===== src/core/telemetry_params.svh =====
// constants for the telemetry and identity command registers
// Functional notes
// - read word 8Ch gives current, 1 ms, read-only
// - current word: exponent 15:11, mantissa 10:0
// - phase FFh: summed current of all devices
// - other phase: current of selected device only
// - read word 8Dh gives temperature, 300 us, read-only
// - temperature word linear format, 1 degC base
// - phase FFh: hottest temperature of the stack
// - other phase: temperature of selected device
// - write to read-only sets fault, alerts host
// - read byte 98h gives fixed revision nibbles
// - 99h: three writable identity bytes in eeprom
// - 9Ah: three writable model bytes in eeprom
// - writing one clears a set status bit
`ifndef TELEMETRY_PARAMS_SVH
`define TELEMETRY_PARAMS_SVH

`define CMD_STATUS_BYTE    8'h78
`define CMD_STATUS_CML     8'h7e
`define CMD_IOUT           8'h8c
`define CMD_TEMP           8'h8d
`define CMD_REVISION       8'h98
`define CMD_MFR_IDENT      8'h99
`define CMD_MAKER_MODEL_BYTES      8'h9a

`define PHASE_ALL          8'hff
`define DEV_ADDR           7'h24
// revision nibbles: arbitrary neutral values
`define PART_ONE_REV       4'h1
`define PART_TWO_REV       4'h2

`define CML_IVC_BIT        7
`define STATUS_CML_BIT     1
`define BLOCK_LEN          8'h03
`define IDX_LAST_BLOCK     3'h6
`define IDX_MAX            3'h7
`define BITS_PER_BYTE      4'h8
`define FILL_BYTE          8'hff

`define CLK_PERIOD_NS      25
`define IOUT_REFRESH_NS    1000000
`define TEMP_REFRESH_NS    300000
`define CUR_EXP            5'h1e
`define TEMP_EXP           5'h00

`endif


===== src/core/telemetry_pkg.sv =====
// types shared by the telemetry and identity register files
package telemetry_pkg;

    typedef enum logic [2:0] {
        ST_IDLE,
        ST_RX,
        ST_RX_ACK,
        ST_TX,
        ST_TX_ACK
    } bus_state_t;

    typedef enum logic [1:0] {
        NV_LOAD,
        NV_READY
    } nvm_state_t;

    typedef struct packed {
        logic [4:0]  exponent;
        logic [10:0] mantissa;
    } linear_word_t;

endpackage


===== src/core/nvm_if.sv =====
// link between the register file and the eeprom shadow
`timescale 1ns/1ps
interface nvm_if;
    logic        load_done;
    logic [23:0] ident_bytes;
    logic [23:0] model_bytes;
    logic        store_req;
    logic        store_model;
    logic [23:0] store_data;

    modport regs   (input load_done, input ident_bytes, input model_bytes,
                    output store_req, output store_model, output store_data);
    modport shadow (output load_done, output ident_bytes, output model_bytes,
                    input store_req, input store_model, input store_data);
endinterface


===== src/core/nvm_shadow.sv =====
// eeprom-backed copy of the identity and model bytes
`timescale 1ns/1ps
`include "telemetry_params.svh"
module nvm_shadow (
    input  wire logic        clk,
    input  wire logic        rst_n,
    nvm_if.shadow            nv,
    output logic             rd_req,
    output logic             wr_req,
    output logic [47:0]      wdata,
    input  wire logic [47:0] rdata,
    input  wire logic        ack
);
    telemetry_pkg::nvm_state_t st_ff;
    logic [23:0]               ident_ff;
    logic [23:0]               model_ff;
    logic                      dirty_ff;
    logic                      done_ff;
    logic                      req_ff;

    assign nv.load_done   = done_ff;
    assign nv.ident_bytes = ident_ff;
    assign nv.model_bytes = model_ff;
    // load request comes from its own flop so the pin never glitches
    assign rd_req         = req_ff;
    assign wr_req         = dirty_ff;
    assign wdata          = {model_ff, ident_ff};

    always_ff @(posedge clk or negedge rst_n) begin
        if (!rst_n) begin
            st_ff    <= telemetry_pkg::NV_LOAD;
            ident_ff <= 24'h000000;
            model_ff <= 24'h000000;
            dirty_ff <= 1'b0;
            done_ff  <= 1'b0;
            req_ff   <= 1'b1;
        end else begin
            case (st_ff)
                telemetry_pkg::NV_LOAD: begin
                    if (ack) begin
                        ident_ff <= rdata[23:0];
                        model_ff <= rdata[47:24];
                        done_ff  <= 1'b1;
                        req_ff   <= 1'b0;
                        st_ff    <= telemetry_pkg::NV_READY;
                    end
                end
                default: begin
                    if (nv.store_req && !nv.store_model) begin
                        ident_ff <= nv.store_data;
                    end
                    if (nv.store_req && nv.store_model) begin
                        model_ff <= nv.store_data;
                    end
                    // a new store during a pending one keeps the request up
                    dirty_ff <= nv.store_req | (dirty_ff & ~ack);
                end
            endcase
        end
    end
endmodule // nvm_shadow


===== src/core/pmbus_telemetry_ident_regs.sv =====
// management-bus slave with telemetry, revision and identity commands
`timescale 1ns/1ps
`include "telemetry_params.svh"
module pmbus_telemetry_ident_regs #(
    parameter int CUR_REFRESH_CYC  = `IOUT_REFRESH_NS / `CLK_PERIOD_NS,
    parameter int TEMP_REFRESH_CYC = `TEMP_REFRESH_NS / `CLK_PERIOD_NS
) (
    input  wire logic        CLK,
    input  wire logic        RSTN,
    input  wire logic        SCL,
    input  wire logic        SDA_IN,
    output logic             SDA_OUT,
    output logic             SDA_OE_N,
    output logic             ALERT_N,
    input  wire logic [7:0]  PHASE,
    input  wire logic [10:0] CUR_PH0,
    input  wire logic [10:0] CUR_PH1,
    input  wire logic [10:0] TEMP_PH0,
    input  wire logic [10:0] TEMP_PH1,
    output logic             NVM_RD_REQ,
    output logic             NVM_WR_REQ,
    output logic [47:0]      NVM_WDATA,
    input  wire logic [47:0] NVM_RDATA,
    input  wire logic        NVM_ACK
);
    ////////////////////////////////////////////////////////////////////////////
    // functions

    // adds two mantissas; on overflow halves and bumps the exponent
    function automatic telemetry_pkg::linear_word_t lin_sum(
        input logic [4:0]  e,
        input logic [10:0] a,
        input logic [10:0] b
    );
        logic [11:0] s;
        s = {a[10], a} + {b[10], b};
        if (s[11] != s[10]) begin
            lin_sum = {5'(e + 5'h01), s[11:1]};
        end else begin
            lin_sum = {e, s[10:0]};
        end
    endfunction

    function automatic logic [7:0] rd_byte(
        input logic [7:0]  cmd,
        input logic [2:0]  k,
        input logic [15:0] word,
        input logic [7:0]  sbyte,
        input logic [7:0]  scml,
        input logic [23:0] ident,
        input logic [23:0] model
    );
        logic [23:0] blk;
        rd_byte = `FILL_BYTE;
        blk     = (cmd == `CMD_MAKER_MODEL_BYTES) ? model : ident;
        if (cmd == `CMD_IOUT || cmd == `CMD_TEMP) begin
            if (k == 3'h0) begin
                rd_byte = word[7:0];
            end else if (k == 3'h1) begin
                rd_byte = word[15:8];
            end
        end else if (cmd == `CMD_REVISION && k == 3'h0) begin
            rd_byte = {`PART_ONE_REV, `PART_TWO_REV};
        end else if (cmd == `CMD_STATUS_BYTE && k == 3'h0) begin
            rd_byte = sbyte;
        end else if (cmd == `CMD_STATUS_CML && k == 3'h0) begin
            rd_byte = scml;
        end else if (cmd == `CMD_MFR_IDENT || cmd == `CMD_MAKER_MODEL_BYTES) begin
            if (k == 3'h0) begin
                rd_byte = `BLOCK_LEN;
            end else if (k <= 3'h3) begin
                rd_byte = blk[8*(k-3'h1) +: 8];
            end
        end
    endfunction

    ////////////////////////////////////////////////////////////////////////////
    // pin synchronisers and line events

    logic scl_m_ff, scl_s_ff, scl_q_ff;
    logic sda_m_ff, sda_s_ff, sda_q_ff;

    always_ff @(posedge CLK or negedge RSTN) begin
        if (!RSTN) begin
            {scl_m_ff, scl_s_ff, scl_q_ff} <= 3'h7;
            {sda_m_ff, sda_s_ff, sda_q_ff} <= 3'h7;
        end else begin
            {scl_m_ff, scl_s_ff, scl_q_ff} <= {SCL, scl_m_ff, scl_s_ff};
            {sda_m_ff, sda_s_ff, sda_q_ff} <= {SDA_IN, sda_m_ff, sda_s_ff};
        end
    end

    wire scl_rise  = scl_s_ff & ~scl_q_ff;
    wire scl_fall  = ~scl_s_ff & scl_q_ff;
    wire start_det = scl_s_ff & scl_q_ff & sda_q_ff & ~sda_s_ff;
    wire stop_det  = scl_s_ff & scl_q_ff & ~sda_q_ff & sda_s_ff;

    ////////////////////////////////////////////////////////////////////////////
    // telemetry snapshots

    logic [15:0] cur_word_ff, temp_word_ff;
    logic [15:0] cur_cnt_ff, temp_cnt_ff;

    wire all_phases = (PHASE == `PHASE_ALL);
    wire pick_one   = PHASE[0];
    // the per-device words need no overflow check: one mantissa always fits
    wire telemetry_pkg::linear_word_t cur_sum = lin_sum(`CUR_EXP, CUR_PH0, CUR_PH1);
    wire [10:0] cur_one  = pick_one ? CUR_PH1 : CUR_PH0;
    wire [10:0] temp_one = pick_one ? TEMP_PH1 : TEMP_PH0;
    wire [10:0] temp_hot = ($signed(TEMP_PH1) > $signed(TEMP_PH0)) ? TEMP_PH1 : TEMP_PH0;
    wire [4:0]  current_exponent     = all_phases ? cur_sum.exponent : `CUR_EXP;
    wire [10:0] current_mantissa     = all_phases ? cur_sum.mantissa : cur_one;
    wire [4:0]  temperature_exponent = `TEMP_EXP;
    wire [10:0] temperature_mantissa = all_phases ? temp_hot : temp_one;

    always_ff @(posedge CLK or negedge RSTN) begin
        if (!RSTN) begin
            cur_cnt_ff   <= 16'h0000;
            temp_cnt_ff  <= 16'h0000;
            cur_word_ff  <= 16'h0000;
            temp_word_ff <= 16'h0000;
        end else begin
            cur_cnt_ff  <= (cur_cnt_ff == 16'h0000) ? 16'(CUR_REFRESH_CYC - 1)
                                                    : 16'(cur_cnt_ff - 16'h0001);
            temp_cnt_ff <= (temp_cnt_ff == 16'h0000) ? 16'(TEMP_REFRESH_CYC - 1)
                                                     : 16'(temp_cnt_ff - 16'h0001);
            if (cur_cnt_ff == 16'h0000) begin
                cur_word_ff <= {current_exponent, current_mantissa};
            end
            if (temp_cnt_ff == 16'h0000) begin
                temp_word_ff <= {temperature_exponent, temperature_mantissa};
            end
        end
    end

    ////////////////////////////////////////////////////////////////////////////
    // eeprom shadow

    nvm_if nv ();

    nvm_shadow u_shadow (
        .clk    (CLK),
        .rst_n  (RSTN),
        .nv     (nv.shadow),
        .rd_req (NVM_RD_REQ),
        .wr_req (NVM_WR_REQ),
        .wdata  (NVM_WDATA),
        .rdata  (NVM_RDATA),
        .ack    (NVM_ACK)
    );

    ////////////////////////////////////////////////////////////////////////////
    // bus protocol engine

    telemetry_pkg::bus_state_t st_ff, nxt_st;
    logic [3:0]  bit_cnt_ff, nxt_bit;
    logic [7:0]  shift_ff, nxt_shift;
    logic [2:0]  idx_ff, nxt_idx;
    logic [7:0]  cmd_ff, nxt_cmd;
    logic        rd_ff, nxt_rd;
    logic        take_ff, nxt_take;
    logic        oe_n_ff, nxt_oe_n;
    logic [23:0] blk_ff, nxt_blk;
    logic [7:0]  cnt_ff, nxt_cnt;
    logic [15:0] hold_ff, nxt_hold;
    logic        ivc_ff, alert_n_ff;
    logic        ivc_set, ivc_clr, commit;

    wire [7:0] status_cml  = {ivc_ff, 7'h00};
    wire [7:0] status_byte = 8'(ivc_ff) << `STATUS_CML_BIT;
    wire       is_mfr      = (cmd_ff == `CMD_MFR_IDENT) || (cmd_ff == `CMD_MAKER_MODEL_BYTES);
    wire       is_ro       = (cmd_ff == `CMD_IOUT) || (cmd_ff == `CMD_TEMP)
                             || (cmd_ff == `CMD_REVISION);
    wire [2:0] idx_inc     = (idx_ff == `IDX_MAX) ? idx_ff : 3'(idx_ff + 3'h1);
    wire [7:0] tx_byte     = rd_byte(cmd_ff, idx_ff, hold_ff, status_byte, status_cml,
                                     nv.ident_bytes, nv.model_bytes);
    wire       addr_hit    = (shift_ff[7:1] == `DEV_ADDR);
    // identity reads are refused until the eeprom copy has arrived
    wire       rd_allowed  = !(is_mfr && !nv.load_done);

    assign nv.store_req   = commit;
    assign nv.store_model = (cmd_ff == `CMD_MAKER_MODEL_BYTES);
    assign nv.store_data  = blk_ff;

    always_comb begin
        nxt_st = st_ff;  nxt_bit = bit_cnt_ff;  nxt_shift = shift_ff;
        nxt_idx = idx_ff;  nxt_cmd = cmd_ff;  nxt_rd = rd_ff;  nxt_take = take_ff;
        nxt_oe_n = oe_n_ff;  nxt_blk = blk_ff;  nxt_cnt = cnt_ff;  nxt_hold = hold_ff;
        ivc_set = 1'b0;  ivc_clr = 1'b0;  commit = 1'b0;
        if (start_det) begin
            nxt_st = telemetry_pkg::ST_RX;  nxt_bit = 4'h0;  nxt_idx = 3'h0;  nxt_oe_n = 1'b1;
        end else if (stop_det) begin
            // a block write lands only when count and length are both three
            commit   = is_mfr && !rd_ff && nv.load_done && (idx_ff == `IDX_LAST_BLOCK)
                       && (cnt_ff == `BLOCK_LEN);
            nxt_st   = telemetry_pkg::ST_IDLE;
            nxt_oe_n = 1'b1;
        end else begin
            case (st_ff)
                telemetry_pkg::ST_RX: begin
                    if (scl_rise) begin
                        nxt_shift = {shift_ff[6:0], sda_s_ff};
                        nxt_bit   = 4'(bit_cnt_ff + 4'h1);
                    end else if (scl_fall && bit_cnt_ff == `BITS_PER_BYTE) begin
                        nxt_bit  = 4'h0;
                        nxt_st   = telemetry_pkg::ST_RX_ACK;
                        nxt_take = 1'b1;
                        if (idx_ff == 3'h0) begin
                            nxt_rd   = shift_ff[0];
                            nxt_take = addr_hit && (!shift_ff[0] || rd_allowed);
                            nxt_hold = (cmd_ff == `CMD_IOUT) ? cur_word_ff : temp_word_ff;
                        end else if (idx_ff == 3'h1) begin
                            nxt_cmd = shift_ff;
                        end else begin
                            ivc_set = is_ro && (idx_ff == 3'h2);
                            if (cmd_ff == `CMD_STATUS_CML) begin
                                ivc_clr = shift_ff[`CML_IVC_BIT];
                            end
                            if (cmd_ff == `CMD_STATUS_BYTE) begin
                                ivc_clr = shift_ff[`STATUS_CML_BIT];
                            end
                            if (idx_ff == 3'h2) begin
                                nxt_cnt = shift_ff;
                            end else begin
                                nxt_blk = {shift_ff, blk_ff[23:8]};
                            end
                        end
                        nxt_oe_n = ~nxt_take;
                    end
                end
                telemetry_pkg::ST_RX_ACK: begin
                    if (scl_fall) begin
                        nxt_idx = idx_inc;
                        if (!take_ff) begin
                            nxt_st   = telemetry_pkg::ST_IDLE;
                            nxt_oe_n = 1'b1;
                        end else if (rd_ff) begin
                            nxt_st    = telemetry_pkg::ST_TX;
                            nxt_shift = rd_byte(cmd_ff, 3'h0, hold_ff, status_byte,
                                                status_cml, nv.ident_bytes, nv.model_bytes);
                            nxt_oe_n  = nxt_shift[7];
                            nxt_idx   = 3'h1;
                        end else begin
                            nxt_st   = telemetry_pkg::ST_RX;
                            nxt_oe_n = 1'b1;
                        end
                    end
                end
                telemetry_pkg::ST_TX: begin
                    if (scl_rise) begin
                        nxt_bit = 4'(bit_cnt_ff + 4'h1);
                    end else if (scl_fall) begin
                        if (bit_cnt_ff == `BITS_PER_BYTE) begin
                            nxt_bit  = 4'h0;
                            nxt_st   = telemetry_pkg::ST_TX_ACK;
                            nxt_oe_n = 1'b1;
                        end else begin
                            nxt_shift = {shift_ff[6:0], 1'b1};
                            nxt_oe_n  = shift_ff[6];
                        end
                    end
                end
                telemetry_pkg::ST_TX_ACK: begin
                    if (scl_rise && sda_s_ff) begin
                        nxt_st = telemetry_pkg::ST_IDLE;
                    end else if (scl_fall) begin
                        nxt_st    = telemetry_pkg::ST_TX;
                        nxt_shift = tx_byte;
                        nxt_oe_n  = tx_byte[7];
                        nxt_idx   = idx_inc;
                    end
                end
                default: begin
                    nxt_st = telemetry_pkg::ST_IDLE;
                end
            endcase
        end
    end

    // a fault raised in the same cycle as a clear stays set
    wire nxt_ivc = ivc_set | (ivc_ff & ~ivc_clr);

    always_ff @(posedge CLK or negedge RSTN) begin
        if (!RSTN) begin
            st_ff      <= telemetry_pkg::ST_IDLE;
            bit_cnt_ff <= 4'h0;
            shift_ff   <= 8'h00;
            idx_ff     <= 3'h0;
            cmd_ff     <= 8'h00;
            rd_ff      <= 1'b0;
            take_ff    <= 1'b0;
            oe_n_ff    <= 1'b1;
            blk_ff     <= 24'h000000;
            cnt_ff     <= 8'h00;
            hold_ff    <= 16'h0000;
            ivc_ff     <= 1'b0;
            alert_n_ff <= 1'b1;
        end else begin
            st_ff      <= nxt_st;
            bit_cnt_ff <= nxt_bit;
            shift_ff   <= nxt_shift;
            idx_ff     <= nxt_idx;
            cmd_ff     <= nxt_cmd;
            rd_ff      <= nxt_rd;
            take_ff    <= nxt_take;
            oe_n_ff    <= nxt_oe_n;
            blk_ff     <= nxt_blk;
            cnt_ff     <= nxt_cnt;
            hold_ff    <= nxt_hold;
            ivc_ff     <= nxt_ivc;
            alert_n_ff <= ~nxt_ivc;
        end
    end

    // open-drain: the pad only ever pulls low
    assign SDA_OUT  = 1'b0;
    assign SDA_OE_N = oe_n_ff;
    assign ALERT_N  = alert_n_ff;

endmodule // pmbus_telemetry_ident_regs


===== config.mk =====
export PLATFORM = sky130hd
export DESIGN_NAME = pmbus_telemetry_ident_regs
export DESIGN_NICKNAME = d
export VERILOG_FILES = /design/src/core/telemetry_pkg.sv /design/src/core/nvm_if.sv /design/src/core/nvm_shadow.sv /design/src/core/pmbus_telemetry_ident_regs.sv
export VERILOG_INCLUDE_DIRS = /design/src /design/src/core
export SDC_FILE = /design/constraint.sdc
export NUM_CORES = 1
export LEC_CHECK = 0
export BUFFER_PORTS_ARGS = -buffer_cell sky130_fd_sc_hd__buf_2
export CORE_ASPECT_RATIO = 0.5
export CORE_MARGIN = 2
export CORE_UTILIZATION = 59
export DETAILED_ROUTE_END_ITERATION = 10
export GPL_TIMING_DRIVEN = 0
export PLACE_DENSITY = 0.84
export SYNTH_ARGS = -nofsm -noshare
export SYNTH_HDL_FRONTEND = slang
export SYNTH_HIERARCHICAL = 1
export SYNTH_SLANG_ARGS = --single-unit

===== constraint.sdc =====
create_clock -name CLK -period 3.54 [get_ports CLK]
set_clock_uncertainty 0.15 [all_clocks]
set_input_delay 0.354 -clock CLK [delete_from_list [all_inputs] [get_ports CLK]]
set_output_delay 0.354 -clock CLK [all_outputs]
set_load 0.05 [all_outputs]

==> metrics.md <==
| Metric | Value |
|---|---|
| Area after DPL | `~0.013 sq mm` |
| Slew @ Worst Pin | `approximately 0.76 ns` |
| Hold Path Origin | `NVM_RDATA[34]` |
| Final period util | `between 90% and 100%` |
| Drt wl/cell | `19.19 um` |
| Relative slew slack | `between 40% and 50%` |
| Mapped Area | `about 0.012 sq mm` |
| Finished Cell Area | `between 0.01 and 0.015 sq mm` |
| Clock Latency Late Sink | `about 0.44 ns` |
| Mean Syn Cell Area | `about 9 sq um` |
| Worst VDD drop | `~220 uV` |
| Worst R2R End | `u_shadow/nv.ident_bytes[20]` |
| Ant. Diodes | `0` |
| First-pass GRT wire length | `53.07 mm` |
| Crit path max fanout | `12` |
| Remaining antenna violation count | `0` |
| Post-synth EDFFs | `0` |
| CTS tree | `yes` |
| Dpl hpwl | `around 25 mm` |
| Crit Reg-Reg Startpoint | `idx_ff[2]` |
| Maxcap violations | `0` |
| GRT Resource Usage Total | `32.44%` |
| Layout cells sized above 1 | `23.09%` |
| Depth of the CTS H-tree | `4` |
| Routed WL | `33.77 mm` |
| Critical path's most frequent cell | `a21o_1` |
| CP required | `3.72 ns` |
| Synth cell types | `84` |
| Clock transition at path regs | `about 0.07 ns` |
| Crit path largest cell delay | `0.36 ns` |
| Initial antenna violation count | `0` |
| Crit end category | `register` |
| Core area | `roughly 0.019 sq mm` |
| Synth Instances | `~1300` |
| Critical Path, Cell by Cell | `buf_2 -> ha_1 -> a21o_1 -> a21oi_1 -> nand2_1 -> a31o_2 -> a2111oi_2 -> a21o_1 -> ha_2 -> nor2b_1 -> a221oi_1 -> o2111ai_1 -> a211o_1 -> o211a_1` |
| Final setup viols | `0` |
| Type of the worst setup path | `in -> reg` |
| CTS root buf | `clkbuf_16` |
| IO buf count | `about 160` |
| CP Launch Type | `input pin` |
| Place WS | `-0.5349 ns` |
| # IOs | `158` |
| Die X | `slightly above 200 um` |
| Pins Over Slew Limit | `0` |
| Number of synthesized register bits | `~190` |
| Clock Tree Buf Depth | `2` |
| Number of cell rows | `36` |
| TritonCTS buffer count | `17` |
| WHS Path Cells | `3` |
| Layout area overhead | `17.52%` |
| Flop2flop setup slack | `between 0.2 and 0.3 ns` |
| CTS Sinks | `roughly 190` |
| Drt drc | `0` |
| Worst setup margin | `about 0.18 ns` |
| Die area | `between 0.02 and 0.025 sq mm` |
| Final Wtd Congestion | `0.9676` |
| Status | `complete, no violations` |
| Pre-antenna DRT Iters | `7` |
| Initial Util | `between 50 and 60%` |
| Fin nets | `1623` |
| Pleak | `6.245 nW` |
| Post-synth net total | `~1400` |
| WHS Endpoint | `u_shadow/nv.model_bytes[10]` |
| Via count | `10790` |
| Data arrival, critical path | `3.55 ns` |
| Die H | `around 100 um` |
| Synth Warn # | `6` |
| Overflow after GRT | `0` |
| Largest net degree at the start of global routing | `125` |
| F_max | `297.5 MHz` |
| Hold Vio Cnt, Final | `0` |
| Vias in the first global route | `roughly 10000` |
| Reg2Reg Depth | `10` |
| DRT iter0 DRCs | `1092` |
| Sequential fraction of the synthesis area | `between 40% and 50%` |
| PD cells | `between 400 and 500 mW/mm^2` |
| Slowest cell on the critical path | `ha_1` |
| Top_reg_cell synth | `dfrtp_1` |
| Vias/cell | `around 6.1` |
| Min Tclk post-route | `roughly 3.4 ns` |
| Ys async rst share | `100.0%` |
| Hold WC Path Type | `in -> reg` |
[synthesized netlist by cell type (7+ instances only)]
library cell	number	share of area [%]
a211oi_1	11	0.71
a21o_1	12	0.78
a21oi_1	58	2.5
a31oi_1	10	0.54
a32oi_1	49	3.7
buf_2	13	0.56
buf_4	57	3.7
clkbuf_1	46	1.5
dfrtp_1	180	39
dfstp_2	9	2.0
ha_1	36	3.9
inv_1	42	1.4
mux2_2	42	4.1
mux2i_1	38	3.3
nand2_1	182	5.9
nand2b_1	17	0.92
nand3_1	117	5.1
nand3b_1	7	0.45
nand4_1	13	0.70
nor2_1	61	2.0
nor2b_1	14	0.76
nor3_1	20	0.86
nor4_1	9	0.49
o21ai_0	63	2.7
o22ai_1	8	0.43
or3_1	11	0.59
xnor2_1	16	1.2
xor2_1	13	0.98
[layout by cell type (no fill, tap or decap), types with 6 or more instances in the layout]
cell type	netlist	layout
nand2_1	182	182
dfrtp_1	180	180
buf_2	13	167
nand3_1	117	117
o21ai_0	63	63
nor2_1	61	61
a21oi_1	58	58
buf_4	57	57
a32oi_1	49	49
clkbuf_1	46	47
inv_1	42	42
mux2_2	42	42
mux2i_1	38	38
ha_1	36	35
dlygate4sd3_1	0	29
nor3_1	20	20
nand2b_1	17	17
clkbuf_16	0	17
xnor2_1	16	16
nor2b_1	14	14
nand4_1	13	13
xor2_1	13	13
a21o_1	12	12
or3_1	11	11
a31oi_1	10	10
a211oi_1	11	10
dfstp_2	9	9
nor4_1	9	9
o22ai_1	8	8
nand3b_1	7	7
and3_1	6	6
o31ai_1	6	6
or2_2	6	6
o21a_1	6	6
[layout make-up]
cell class	count	area, sq um
Sequential cell	189	4741
Timing Repair Buffer	185	1104
Inverter	42	157.7
Multi-Input combinational cell	924	5973
Clock inverter	12	136.4
Fill cell	1455	5756
Clock buffer	20	446.7
Buffer	122	721.9
Tap cell	266	332.8
[state kept, by name, summed over array words and instances, names as in the netlist, 3 cells and up]
signal / flops
bit_cnt_ff: 4
blk_ff: 24
cmd_ff: 8
cnt_ff: 8
cur_cnt_ff: 16
cur_word_ff: 13
hold_ff: 13
idx_ff: 3
shift_ff: 8
st_ff: 3
temp_cnt_ff: 16
temp_word_ff: 11
u_shadow/nv.ident_bytes: 24
u_shadow/nv.model_bytes: 24
[repair_timing]
action | in CTS | in global routing
setup endpoints to repair | 1 | 1
hold buffers | 29 | 0
hold endpoints to repair | 86 | 0
gates resized for setup | 0 | 4
buffers inserted | 0 | 0
pin swaps | 0 | 0
[metrics by stage]
stage / utilization, % / instances / power (mW) / TNS (ns) / hold slack (ns)
6_report: 70.28 / 1760 / 6.043 / 0 / 0.01739
4_1_cts: 70.21 / 1760 / 6.027 / 0 / 0.0009927
2_1_floorplan: - / 1278 / 3.599 / 0 / -0.09159
5_1_grt: 70.28 / 1760 / 6.302 / -0.007678 / 0.0001560
3_5_place_dp: 65.72 / 1700 / 4.068 / -1.834 / 0.1762
3_3_place_gp: 65.53 / 1699 / 4.026 / -178.26 / 0.1959
[cells by family (layout without fill, tap and decap cells)]
kind of cell / count (synthesis) / after routing / synth area share, %
other: 1 / 1 / 0.03237
AND/OR/NAND/NOR: 501 / 501 / 21.45
adder cells (fa/ha/maj): 37 / 37 / 4.061
XOR/XNOR: 29 / 29 / 2.193
buffers and inverters: 165 / 381 / 7.626
flip-flops: 189 / 189 / 40.93
AO/OA/AOI/OAI: 276 / 276 / 16.34
multiplexers: 80 / 80 / 7.367
[how the worst max path moves through the flow]
| stage | endpoint | startpoint |
|---|---|---|
| global placement | blk_ff[4] | RSTN |
| detailed placement | cur_word_ff[9] | CUR_PH0[3] |
| finish | cur_word_ff[9] | CUR_PH0[3] |
| global route | cur_word_ff[9] | CUR_PH0[3] |
| floorplan | cur_word_ff[9] | CUR_PH0[3] |
| CTS | cur_word_ff[9] | CUR_PH0[3] |
[report_power, final]
group	switching, mW	leakage (nW)	internal [mW]
clock network	0.881	0.277	1.07
registers	0.213	2.33	2.32
logic	0.995	3.64	0.573
[per-layer routing]
| metal | wire [um] | GRT usage, % |
|---|---|---|
| met1 | 14230 | 42.16 |
| met3 | 2907 | 6.637 |
| met2 | 15650 | 54.61 |
| met4 | 983 | 12.52 |
| met5 | 0 | 0 |
[critical path: cells and delay by family]
| family | cells | cell delay, ns |
|---|---|---|
| compound gates | 9 | 2.04 |
| fa+ha+maj | 2 | 0.72 |
| buf+inv | 1 | 0.11 |
| simple gates | 2 | 0.32 |
Power figures use the tool's default switching activity.
